[config.mk]
export PLATFORM = sky130hd
export DESIGN_NAME = psb_frame_gen_flat
export DESIGN_NICKNAME = d
export VERILOG_FILES = /design/src/psb_pkg.sv /design/src/psb_byte_if.sv /design/src/psb_frame_gen.sv /design/src/flat_wrapper.sv
export SDC_FILE = /design/constraint.sdc
export NUM_CORES = 1
export LEC_CHECK = 0
export ABC_AREA = 1
export BUFFER_PORTS_ARGS = -buffer_cell sky130_fd_sc_hd__buf_2
export CORE_MARGIN = 2
export CORE_UTILIZATION = 45
export DETAILED_ROUTE_END_ITERATION = 8
export PLACE_DENSITY = 0.78
export SETUP_SLACK_MARGIN = 0.4
export SYNTH_ARGS = -nofsm -noshare
export SYNTH_HDL_FRONTEND = slang
export SYNTH_SLANG_ARGS = --single-unit
export TNS_END_PERCENT = 1
[constraint.sdc]
create_clock -name sys_clk -period 1.7 [get_ports sys_clk]
set_input_delay 0 -clock sys_clk [delete_from_list [all_inputs] [get_ports sys_clk]]
set_output_delay 0 -clock sys_clk [all_outputs]
set_load 0.05 [all_outputs]
[src/psb_pkg.sv]
// Constants and types shared by the SOF, test and bring-up block
package psb_pkg;
  localparam logic [4:0] A_CTRL = 5'h00;
  localparam logic [4:0] A_STAT = 5'h01;
  localparam logic [4:0] A_MS   = 5'h09;
  localparam logic [4:0] A_BYP  = 5'h12;
  localparam logic [4:0] A_SOF  = 5'h14;
  localparam logic [4:0] A_EXT1 = 5'h17;
  localparam logic [4:0] A_EXT2 = 5'h18;
  localparam logic [4:0] A_GEN  = 5'h1d;
  localparam logic [4:0] A_PAT  = 5'h1e;
  localparam logic [4:0] A_PAGE = 5'h1f;
  localparam logic [15:0] PG_MAIN = 16'h0000;
  localparam logic [15:0] PG_EXT1 = 16'h0001;
  localparam logic [15:0] PG_EXT2 = 16'h0002;
  localparam logic [15:0] REG_RST = 16'h0000;
  localparam int B_SWRST   = 15;
  localparam int B_NLB     = 14;
  localparam int B_SPD_L   = 13;
  localparam int B_RXOFF   = 10;
  localparam int B_SPD_M   = 6;
  localparam int B_MASTER  = 11;
  localparam int B_XOFF    = 7;
  localparam int B_SWAPOFF = 5;
  localparam int B_MAC_LO  = 11;
  localparam int B_FLB     = 3;
  localparam int B_CONN    = 0;
  localparam int B_LINK    = 2;
  localparam int B_GEN_EN  = 15;
  localparam int B_GEN_RUN = 14;
  localparam int B_GEN_DUR = 13;
  localparam int B_GEN_DA  = 9;
  localparam int B_GEN_SA  = 5;
  localparam int B_GEN_LEN = 4;
  localparam int B_GEN_IFG = 3;
  localparam int B_GEN_FCS = 2;
  localparam int B_SOF_EN  = 12;
  localparam logic [1:0] MAC_RGMII = 2'b10;
  localparam logic [1:0] MAC_RMII  = 2'b01;
  localparam logic [1:0] SPD_1000  = 2'b10;
  localparam logic [1:0] SPD_100   = 2'b01;
  localparam int CLK_NS = 10;
  localparam int MS_NS  = 1_000_000;
  localparam logic [11:0] LU_M1000_MIN = 12'd292;
  localparam logic [11:0] LU_M1000_MAX = 12'd1600;
  localparam logic [11:0] LU_S1000_MIN = 12'd220;
  localparam logic [11:0] LU_S1000_MAX = 12'd1400;
  localparam logic [11:0] LU_100_MIN   = 12'd43;
  localparam logic [11:0] LU_100_MAX   = 12'd240;
  localparam logic [11:0] LU_100X_MAX  = 12'd4000;
  localparam logic [7:0]  SFD      = 8'hd5;
  localparam logic [7:0]  PRE      = 8'h55;
  localparam logic [10:0] PRE_LEN  = 11'd7;
  localparam logic [10:0] ADDR_LEN = 11'd6;
  localparam logic [10:0] LEN_S    = 11'd46;
  localparam logic [10:0] LEN_L    = 11'd1500;
  localparam logic [10:0] FCS_LEN  = 11'd4;
  localparam logic [10:0] IFG_S    = 11'd12;
  localparam logic [10:0] IFG_L    = 11'd1024;
  localparam int GEN_FRAMES = 30_000_000;
  localparam logic [1:0] SOF_STB = 2'd2;
  typedef enum logic [6:0] {
    G_IDLE = 7'h01, G_PRE = 7'h02, G_DA = 7'h04, G_SA = 7'h08,
    G_PAY = 7'h10, G_FCS = 7'h20, G_GAP = 7'h40
  } psb_gen_e;
endpackage

[src/psb_byte_if.sv]
// Byte stream with its link strobe, shared by the block's modules
`timescale 1ns/1ns
interface psb_byte_if;
  logic       stb;
  logic       en;
  logic [7:0] d;
  modport src (input stb, output en, output d);
  modport snk (input stb, input en, input d);
endinterface // psb_byte_if

[src/psb_frame_gen.sv]
// Test frame generator driving the twisted-pair transmit stream
`timescale 1ns/1ns
module psb_frame_gen
  import psb_pkg::*;
#(
  parameter int FRAMES = GEN_FRAMES
)(
  input  wire logic        sys_clk, // System clock
  input  wire logic        reset,   // Synchronous reset
  psb_byte_if.src          o,       // Generated stream
  input  wire logic        run,     // Run bit
  input  wire logic        dur,     // Continuous when high
  input  wire logic        len_sel, // Long payload
  input  wire logic        ifg_sel, // Long gap
  input  wire logic        bad_fcs, // Corrupt check bytes
  input  wire logic [3:0]  da,      // Destination nibble
  input  wire logic [3:0]  sa,      // Source nibble
  input  wire logic [15:0] pat,     // Payload pattern
  output logic             done     // Frame quota reached
);
  psb_gen_e    state_q;
  psb_gen_e    nxt;
  logic [10:0] cnt_q;
  logic [10:0] lim;
  logic [24:0] frm_q;
  logic        last;

  always_comb begin
    lim = 11'd0;
    nxt = state_q;
    case (state_q)
      G_IDLE: nxt = run ? G_PRE : G_IDLE;
      G_PRE: begin lim = PRE_LEN; nxt = G_DA; end
      G_DA: begin lim = ADDR_LEN - 11'd1; nxt = G_SA; end
      G_SA: begin lim = ADDR_LEN - 11'd1; nxt = G_PAY; end
      G_PAY: begin
        lim = (len_sel ? LEN_L : LEN_S) - 11'd1;
        nxt = G_FCS;
      end
      G_FCS: begin lim = FCS_LEN - 11'd1; nxt = G_GAP; end
      G_GAP: begin
        lim = (ifg_sel ? IFG_L : IFG_S) - 11'd1;
        nxt = (run && !done) ? G_PRE : G_IDLE;
      end
      default: nxt = G_IDLE;
    endcase
  end
  assign last = (cnt_q == lim);

  always_ff @(posedge sys_clk) begin
    if (reset) begin
      state_q <= G_IDLE;
      cnt_q   <= 11'd0;
    end else if (o.stb) begin
      if (state_q == G_IDLE || last) begin
        state_q <= nxt;
        cnt_q   <= 11'd0;
      end else begin
        cnt_q <= cnt_q + 11'd1;
      end
    end
  end

  always_ff @(posedge sys_clk) begin
    if (reset) begin
      o.en <= 1'b0;
      o.d  <= 8'h00;
    end else if (o.stb) begin
      o.en <= !(state_q == G_IDLE || state_q == G_GAP);
      case (state_q)
        G_PRE:   o.d <= (cnt_q == PRE_LEN) ? SFD : PRE;
        G_DA:    o.d <= {da, da};
        G_SA:    o.d <= {sa, sa};
        G_PAY:   o.d <= cnt_q[0] ? pat[7:0] : pat[15:8];
        G_FCS:   o.d <= bad_fcs ? 8'hff : 8'h00;
        default: o.d <= 8'h00;
      endcase
    end
  end

  always_ff @(posedge sys_clk) begin
    if (reset || !run) begin
      frm_q <= 25'd0;
      done  <= 1'b0;
    end else begin
      done <= 1'b0;
      if (o.stb && state_q == G_FCS && last) begin
        frm_q <= frm_q + 25'd1;
        done  <= !dur && (frm_q == 25'(FRAMES - 1));
      end
    end
  end

  a_gen_done_dur: assert property (
    @(posedge sys_clk) disable iff (reset) done |-> !dur && run)
    else $error("Quota end while continuous");
  a_gen_idle_quiet: assert property (
    @(posedge sys_clk) disable iff (reset)
    (o.stb && state_q == G_IDLE) |=> !o.en)
    else $error("Generator sends while idle");
endmodule // psb_frame_gen

[src/flat_wrapper.sv]
// flat-port wrapper written by rule: the top's interface ports become plain ports
module psb_frame_gen_flat import psb_pkg::*;
#(
  parameter int FRAMES = GEN_FRAMES
)
  (sys_clk, reset, run, dur, len_sel, ifg_sel, bad_fcs, da, sa, pat, done, o_stb, o_en, o_d);
  psb_byte_if o_i ();
  input  wire logic sys_clk;
  input  wire logic reset;
  input  wire logic run;
  input  wire logic dur;
  input  wire logic len_sel;
  input  wire logic ifg_sel;
  input  wire logic bad_fcs;
  input  wire logic [3:0] da;
  input  wire logic [3:0] sa;
  input  wire logic [15:0] pat;
  output logic done;
  input wire logic [$bits(o_i.stb)-1:0] o_stb;
  output wire logic [$bits(o_i.en)-1:0] o_en;
  output wire logic [$bits(o_i.d)-1:0] o_d;
  assign o_i.stb = o_stb;
  assign o_en = o_i.en;
  assign o_d = o_i.d;
  psb_frame_gen #(.FRAMES(FRAMES)) u_core (.sys_clk(sys_clk), .reset(reset), .o(o_i), .run(run), .dur(dur), .len_sel(len_sel), .ifg_sel(ifg_sel), .bad_fcs(bad_fcs), .da(da), .sa(sa), .pat(pat), .done(done));
endmodule
==> results.md, run 1 <==
* Status: finished with violations
* Failing checks: setup timing
* Pre-CTS WS at -0.431 ns
* Rows at 31
* Clock Latency Late Sink at 0.31 ns
* EDFF count, synth at 0
* Share of the clock period used by the worst path at 1.26
* Final Max Tran Viols at 0
* Post-route non-filler standard cell count at 709
* Synth Register Bits at 53
* Antenna-violating nets left at 0
* Total chip power at 4.24 mW
* Fraction of layout cells with a size suffix above 1 at 0.321
* Unrepaired setup endpoints after global routing: yes
* CTS root buffer: clkbuf_8
* Final Hold Fails at 0
* Crit. End Element: flip-flop
* Layout area overhead at 29.4%
* Top cell type's share of synthesized area at 0.307
* Average routed wire per standard cell at 13.8 um
* Pwr dens at 946 nW/um^2
* HPWL Detailed at 7130 um
* Synth warn at 0
* Initial DRC count at 212
* CTS tree: done
* Syn Area/Cell at 6.69 um^2
* Int Power at 2.55 mW
* Clock power frac at 0.207
* Most area-hungry cell type in the Yosys netlist: dfxtp_1
* Placed cells at 693
* Final #Nets at 643
* TritonRoute pass-1 iters at 5
* H-tree depth at 2
* Top_reg_cell synth: dfxtp_1
* Comb pwr share at 0.445
* Grt total ovfl at 0
* Yosys cell types at 35
* Max-capacitance violation count at 0
* Leading post-synthesis cells by cell area: dfxtp_1, nand2_1, xor2_1, nor2_1, a21oi_2
* Via count at 3,753
* Post-Syn Area at 3460 um^2
* Post-synth top cells: nand2_1, nor2_1, dfxtp_1
* Req. time, crit path at 1.94 ns
* Die Y-Extent at 91.7 um
* Net count after synthesis at 551
* Global-route usage over all layers at 0.229
* Die width at 91.7 um
* Switch Pwr at 1.68 mW
* Setup crit start kind: flip-flop
* Max Clock Freq at 0.465 GHz
* Fin crit period at 2.15 ns
* Worst Max-Slew Pin Slew at 0.451 ns
* CP Max Fanout at 6
* GR Util met3 at 0.0370
* Antenna violations before repair at 0
* Die area at 8410 um^2
* Clk sink count at 53
* Final worst slack at -0.449 ns
* Vias/cell at 5.29
* Flop pwr share at 0.348
* Final Skew at 0.00953 ns
* I/O Buffers at 41
* Antenna diode count at 0
* Count leader, synth: nand2_1
* Post-Syn Instances at 517
* WS Path Type: reg -> reg
* Max IR drop VDD at 527 uV
* Maximum buffer depth of the clock tree at 2
* Setup TNS at -17.65 ns
* Met2 GRT Util at 0.435
* Pin count of the biggest net entering global routing at 25
* FFs w/ async S/R, synth at 0
* Leakage at 1.90 nW
* Initial Utilization at 0.472
* Global-route wire length before repair at 16,000 um
* Final wirelength at 9770 um
* Core Area at 7330 um^2
* GPL Wtd Cong at 0.989
* Hold/Removal Path Class: in -> reg
* Sw Share at 0.397
* Final-report setup violation count at 44
* Placement Cell Area at 4120 um^2
* Crit path DAT at 2.39 ns
* Seq/Total Area, Yosys at 0.307
* Busiest grt layer: met2
* Number of buffers created by CTS at 5
* Slew headroom at 0.699
* Fillcell total at 609
* Vias in the first global route at 3,580
* I/O pin cnt at 42
* Clk slew on worst S/H paths at 0.10 ns
* Met1 Resource Use GR at 0.265
* Final Instance Area at 4480 um^2
* Remaining routing DRC violations at 0
[state kept, by name, indices dropped and copies added, names as in the netlist]
register        count
u_core.cnt_q       11
u_core.done         1
u_core.frm_q       25
u_core.o.d          8
u_core.o.en         1
u_core.state_q      7
[cell type report]
cell class	instances	area (um^2)	share of cell area
repair buffers	99	714	0.160
clock buffers	6	72.6	0.0162
multi-input cells	403	2270	0.507
inverters	47	184	0.0411
flip-flops and latches	53	1070	0.240
clock inverters	2	38.8	0.00866
well taps	99	124	0.0277
[metal layers]
| metal | part of all wire | up-vias |
|---|---|---|
| met5 | 0 | - |
| met4 | 0.024 | 0 |
| met3 | 0.054 | 25 |
| met2 | 0.53 | 128 |
| met1 | 0.39 | 1750 |
| li1 | - | 1850 |
[cell families (layout without fill, tap and decap cells)]
logic type / count (synthesis) / after routing / share of synthesized area
buffers and inverters: 61 / 154 / 0.0741
AO/OA/AOI/OAI: 61 / 61 / 0.116
adder cells (fa/ha/maj): 2 / 2 / 0.00723
XOR/XNOR: 30 / 30 / 0.0759
flip-flops: 53 / 53 / 0.307
AND/OR/NAND/NOR: 310 / 310 / 0.420
[worst max-delay path, stage by stage, from the launching register on]
cell,delay (ns)
dfxtp_2,0.36
nor2_1,0.17
nand2_2,0.14
nor2_8,0.16
inv_4,0.05
nand2_4,0.08
nand2_2,0.09
xor2_1,0.16
nor2_2,0.21
nand4_4,0.18
clkinv_4,0.15
clkbuf_16,0.16
nand2_2,0.05
a21oi_2,0.10
[power groups by stage]
stage               registers, mW  logic, mW  clock network, mW
global placement             1.46       1.55                  0
global route                 1.49       2.06              0.937
detailed placement           1.46       1.60                  0
floorplan                    1.53      0.930                  0
finish                       1.47       1.89              0.878
CTS                          1.46       1.71              0.894
[cell usage in the layout (no fill, tap or decap), drive strengths merged]
cell type    instances
a21oi               45
a221oi               2
a22o                 1
a31oi                1
buf                 96
bufinv               1
clkbuf               8
clkinv               2
dfxtp               53
dlygate4sd3          1
ha                   2
inv                 46
nand2              183
nand3               29
nand3b               1
nand4               10
nor2                63
nor3                12
nor4                12
o211ai               1
o21ai                9
o31ai                2
xnor2                6
xor2                24
[path summary, 6_finish.rpt]
check	from	slack (ns)	cells after the start	to
max	u_core.state_q[5]	-0.45	13	u_core.frm_q[20]
min	dur	0.04	4	u_core.done
max reg2reg	u_core.state_q[5]	-0.45	13	u_core.frm_q[20]
min reg2reg	u_core.o.d[5]	0.47	2	u_core.o.d[5]
[per-stage QoR]
step	util	hold slack, ns
2_1_floorplan	-	0.192
3_3_place_gp	0.562	0.314
3_5_place_dp	0.562	0.314
4_1_cts	0.588	0.0144
5_1_grt	0.611	0.0189
6_report	0.611	0.0355
[what timing repair did]
item | in CTS | in global routing
setup buffers | 1 | 4
hold buffers | 1 | 0
cloned | 0 | 2
gates resized for setup | 16 | 23
pin swaps | 5 | 13
setup endpoints to repair | 53 | 53
endpoints found under the hold margin | 7 | 0
Power figures use the tool's default switching activity.
==> run 2, diff against run 1 <==
==> constraint.sdc (replaced) <==
create_clock -name sys_clk -period 1.7 [get_ports sys_clk]
set_input_delay 0.255 -clock sys_clk [delete_from_list [all_inputs] [get_ports sys_clk]]
set_output_delay 0.255 -clock sys_clk [all_outputs]
set_load 0.05 [all_outputs]
==> results.md, run 2 (synthesis results as in run 1) <==
* Status: finished with violations (unchanged)
* Failing checks: setup timing (unchanged)
* Max IR drop VDD at 526 uV (was 527 uV)
* Die Y-Extent at 91.7 um (unchanged)
* WS Path Type: reg -> reg (unchanged)
* Multi-input logic area at 2290 um^2 (was 2270 um^2)
* Busiest grt layer: met2 (unchanged)
* Critical R2R Launch: u_core.state_q[0] (was u_core.state_q[5])
* GPL Wtd Cong at 1.01 (was 0.989)
* Initial DRC count at 221 (was 212)
* Die area at 8410 um^2 (unchanged)
* Hold path start: reset (was dur)
* Layout area overhead at 30.3% (was 29.4%)
* Final-report setup violation count at 44 (unchanged)
* Pin count of the biggest net entering global routing at 25 (unchanged)
* Register area at 1080 um^2 (was 1070 um^2)
* Fin crit period at 2.24 ns (was 2.15 ns)
* Min Hold Slack at 0.229 ns (was 0.0355 ns)
* Hold/Removal Path Class: in -> reg (unchanged)
* Fillcell total at 611 (was 609)
* Via count at 3,808 (was 3,753)
* Crit path DAT at 2.44 ns (was 2.39 ns)
* Maximum buffer depth of the clock tree at 2 (unchanged)
* Largest register FFs at 25 (unchanged)
* Final #Nets at 644 (was 643)
* Final Hold Fails at 0 (unchanged)
* End of the worst hold path: u_core.o.d[6] (was u_core.done)
* Setup TNS at -18.77 ns (was -17.65 ns)
* Worst R2R Path Depth at 14 (was 13)
* Clk sink count at 53 (unchanged)
* Slew headroom at 0.728 (was 0.699)
* Final Max Tran Viols at 0 (unchanged)
* Largest Register: u_core.frm_q (unchanged)
* Final wirelength at 10,100 um (was 9770 um)
* Antenna violations before repair at 0 (unchanged)
* GR Util met3 at 0.0329 (was 0.0370)
* Vias in the first global route at 3,614 (was 3,580)
* Pwr dens at 961 nW/um^2 (was 946 nW/um^2)
* CTS root buffer: clkbuf_8 (unchanged)
* Antenna diode count at 0 (unchanged)
* Antenna-violating nets left at 0 (unchanged)
* Max-capacitance violation count at 0 (unchanged)
* Remaining routing DRC violations at 0 (unchanged)
* Commonest non-fill, non-tap cell in the layout: nand2_1 (unchanged)
* Total chip power at 4.33 mW (was 4.24 mW)
* Placed cells at 690 (was 693)
* Worst Max-Slew Pin Slew at 0.408 ns (was 0.451 ns)
* Req. time, crit path at 1.90 ns (was 1.94 ns)
* Die width at 91.7 um (unchanged)
* Unrepaired setup endpoints after global routing: yes (unchanged)
* Fraction of layout cells with a size suffix above 1 at 0.334 (was 0.321)
* H-tree depth at 2 (unchanged)
* Final core utilization at 0.615 (was 0.611)
* Initial Utilization at 0.472 (unchanged)
* Max Clock Freq at 0.446 GHz (was 0.465 GHz)
* Grt total ovfl at 0 (unchanged)
* Global-route wire length before repair at 15,900 um (was 16,000 um)
* Global-route usage over all layers at 0.226 (was 0.229)
* Top Registers: u_core.frm_q: 25 flops, u_core.cnt_q: 11 flops, u_core.o.d: 8 flops (unchanged)
* Post-route non-filler standard cell count at 709 (unchanged)
* TritonRoute pass-1 iters at 6 (was 5)
* HPWL Detailed at 7030 um (was 7130 um)
* CP Max Fanout at 7 (was 6)
* Met2 GRT Util at 0.422 (was 0.435)
* # hold bufs at CTS at 0 (was 1)
* Worst R2R End: u_core.state_q[3] (was u_core.frm_q[20])
* Final worst slack at -0.541 ns (was -0.449 ns)
* Commonest cells after routing, fill and taps aside: nand2_1, nor2_1, buf_4 (unchanged)
* Leakage at 1.91 nW (was 1.90 nW)
* Average routed wire per standard cell at 14.3 um (was 13.8 um)
* Rows at 31 (unchanged)
* Met1 Resource Use GR at 0.267 (was 0.265)
* CTS tree: done (unchanged)
* Clock Latency Late Sink at 0.32 ns (was 0.31 ns)
* Vias/cell at 5.37 (was 5.29)
* Share of the clock period used by the worst path at 1.32 (was 1.26)
* Crit. End Element: flip-flop (unchanged)
* Final Skew at 0.00884 ns (was 0.00953 ns)
* Min-Delay Path Depth at 2 (was 4)
* Number of buffers created by CTS at 5 (unchanged)
* R2R setup slack at -0.54 ns (was -0.45 ns)
* Clk slew on worst S/H paths at 0.10 ns (about the same)
* I/O Buffers at 41 (unchanged)
* I/O pin cnt at 42 (unchanged)
* Core Area at 7330 um^2 (unchanged)
* Setup crit start kind: flip-flop (unchanged)
run 2: area by class of cell:
class | count | area share
inverters | 47 | 0.0408
clock buffers | 5 | 0.0153
repair buffers | 100 | 0.161
clock inverters | 2 | 0.00860
flip-flops and latches | 53 | 0.239
well taps | 99 | 0.0275
multi-input cells | 403 | 0.507
run 2: worst max path at each step:
stage,from,end,cells after the start
floorplan,u_core.state_q[0],u_core.frm_q[11],14
global placement,u_core.state_q[4],u_core.cnt_q[0],14
detailed placement,u_core.state_q[4],u_core.cnt_q[10],14
CTS,u_core.state_q[1],u_core.frm_q[2],14
global route,u_core.state_q[0],u_core.state_q[3],14
finish,u_core.state_q[0],u_core.state_q[3],14
run 2: critical path, cell delays in order, from the launching register on:
cell,delay [ns]
dfxtp_4,0.37
nor2_4,0.15
nand2_4,0.13
nor2_8,0.18
nand2_4,0.07
nand2_4,0.07
nand2_2,0.09
xor2_1,0.19
nor2_2,0.07
buf_4,0.13
nand3_2,0.11
nand2_4,0.11
buf_4,0.15
a21oi_1,0.18
nor2_1,0.09
run 2: metrics by stage:
step,area (um^2),setup slack (ns)
6_report,4510,-0.541
5_1_grt,4510,-0.632
4_1_cts,4270,-0.382
3_5_place_dp,4100,-0.426
3_3_place_gp,4100,-0.375
2_1_floorplan,3470,-0.195
run 2: metal layers:
layer | part of all wire | vias up
li1 | - | 1850
met1 | 0.39 | 1780
met2 | 0.53 | 151
met3 | 0.055 | 27
met4 | 0.025 | 0
met5 | 0 | -
run 2: timing repair:
| action | in CTS | in global routing |
|---|---|---|
| gates resized for setup | 10 | 38 |
| buffers inserted | 4 | 6 |
| gates cloned | 0 | 2 |
| endpoints found under the setup margin | 53 | 53 |
| pin swaps | 8 | 18 |
run 2: report_power, final:
part           leakage [nW]  switching, mW  internal, mW
sequential            0.432          0.128          1.36
combinational          1.43           1.18         0.790
clock                0.0546          0.439         0.437
total                  1.91           1.74          2.59
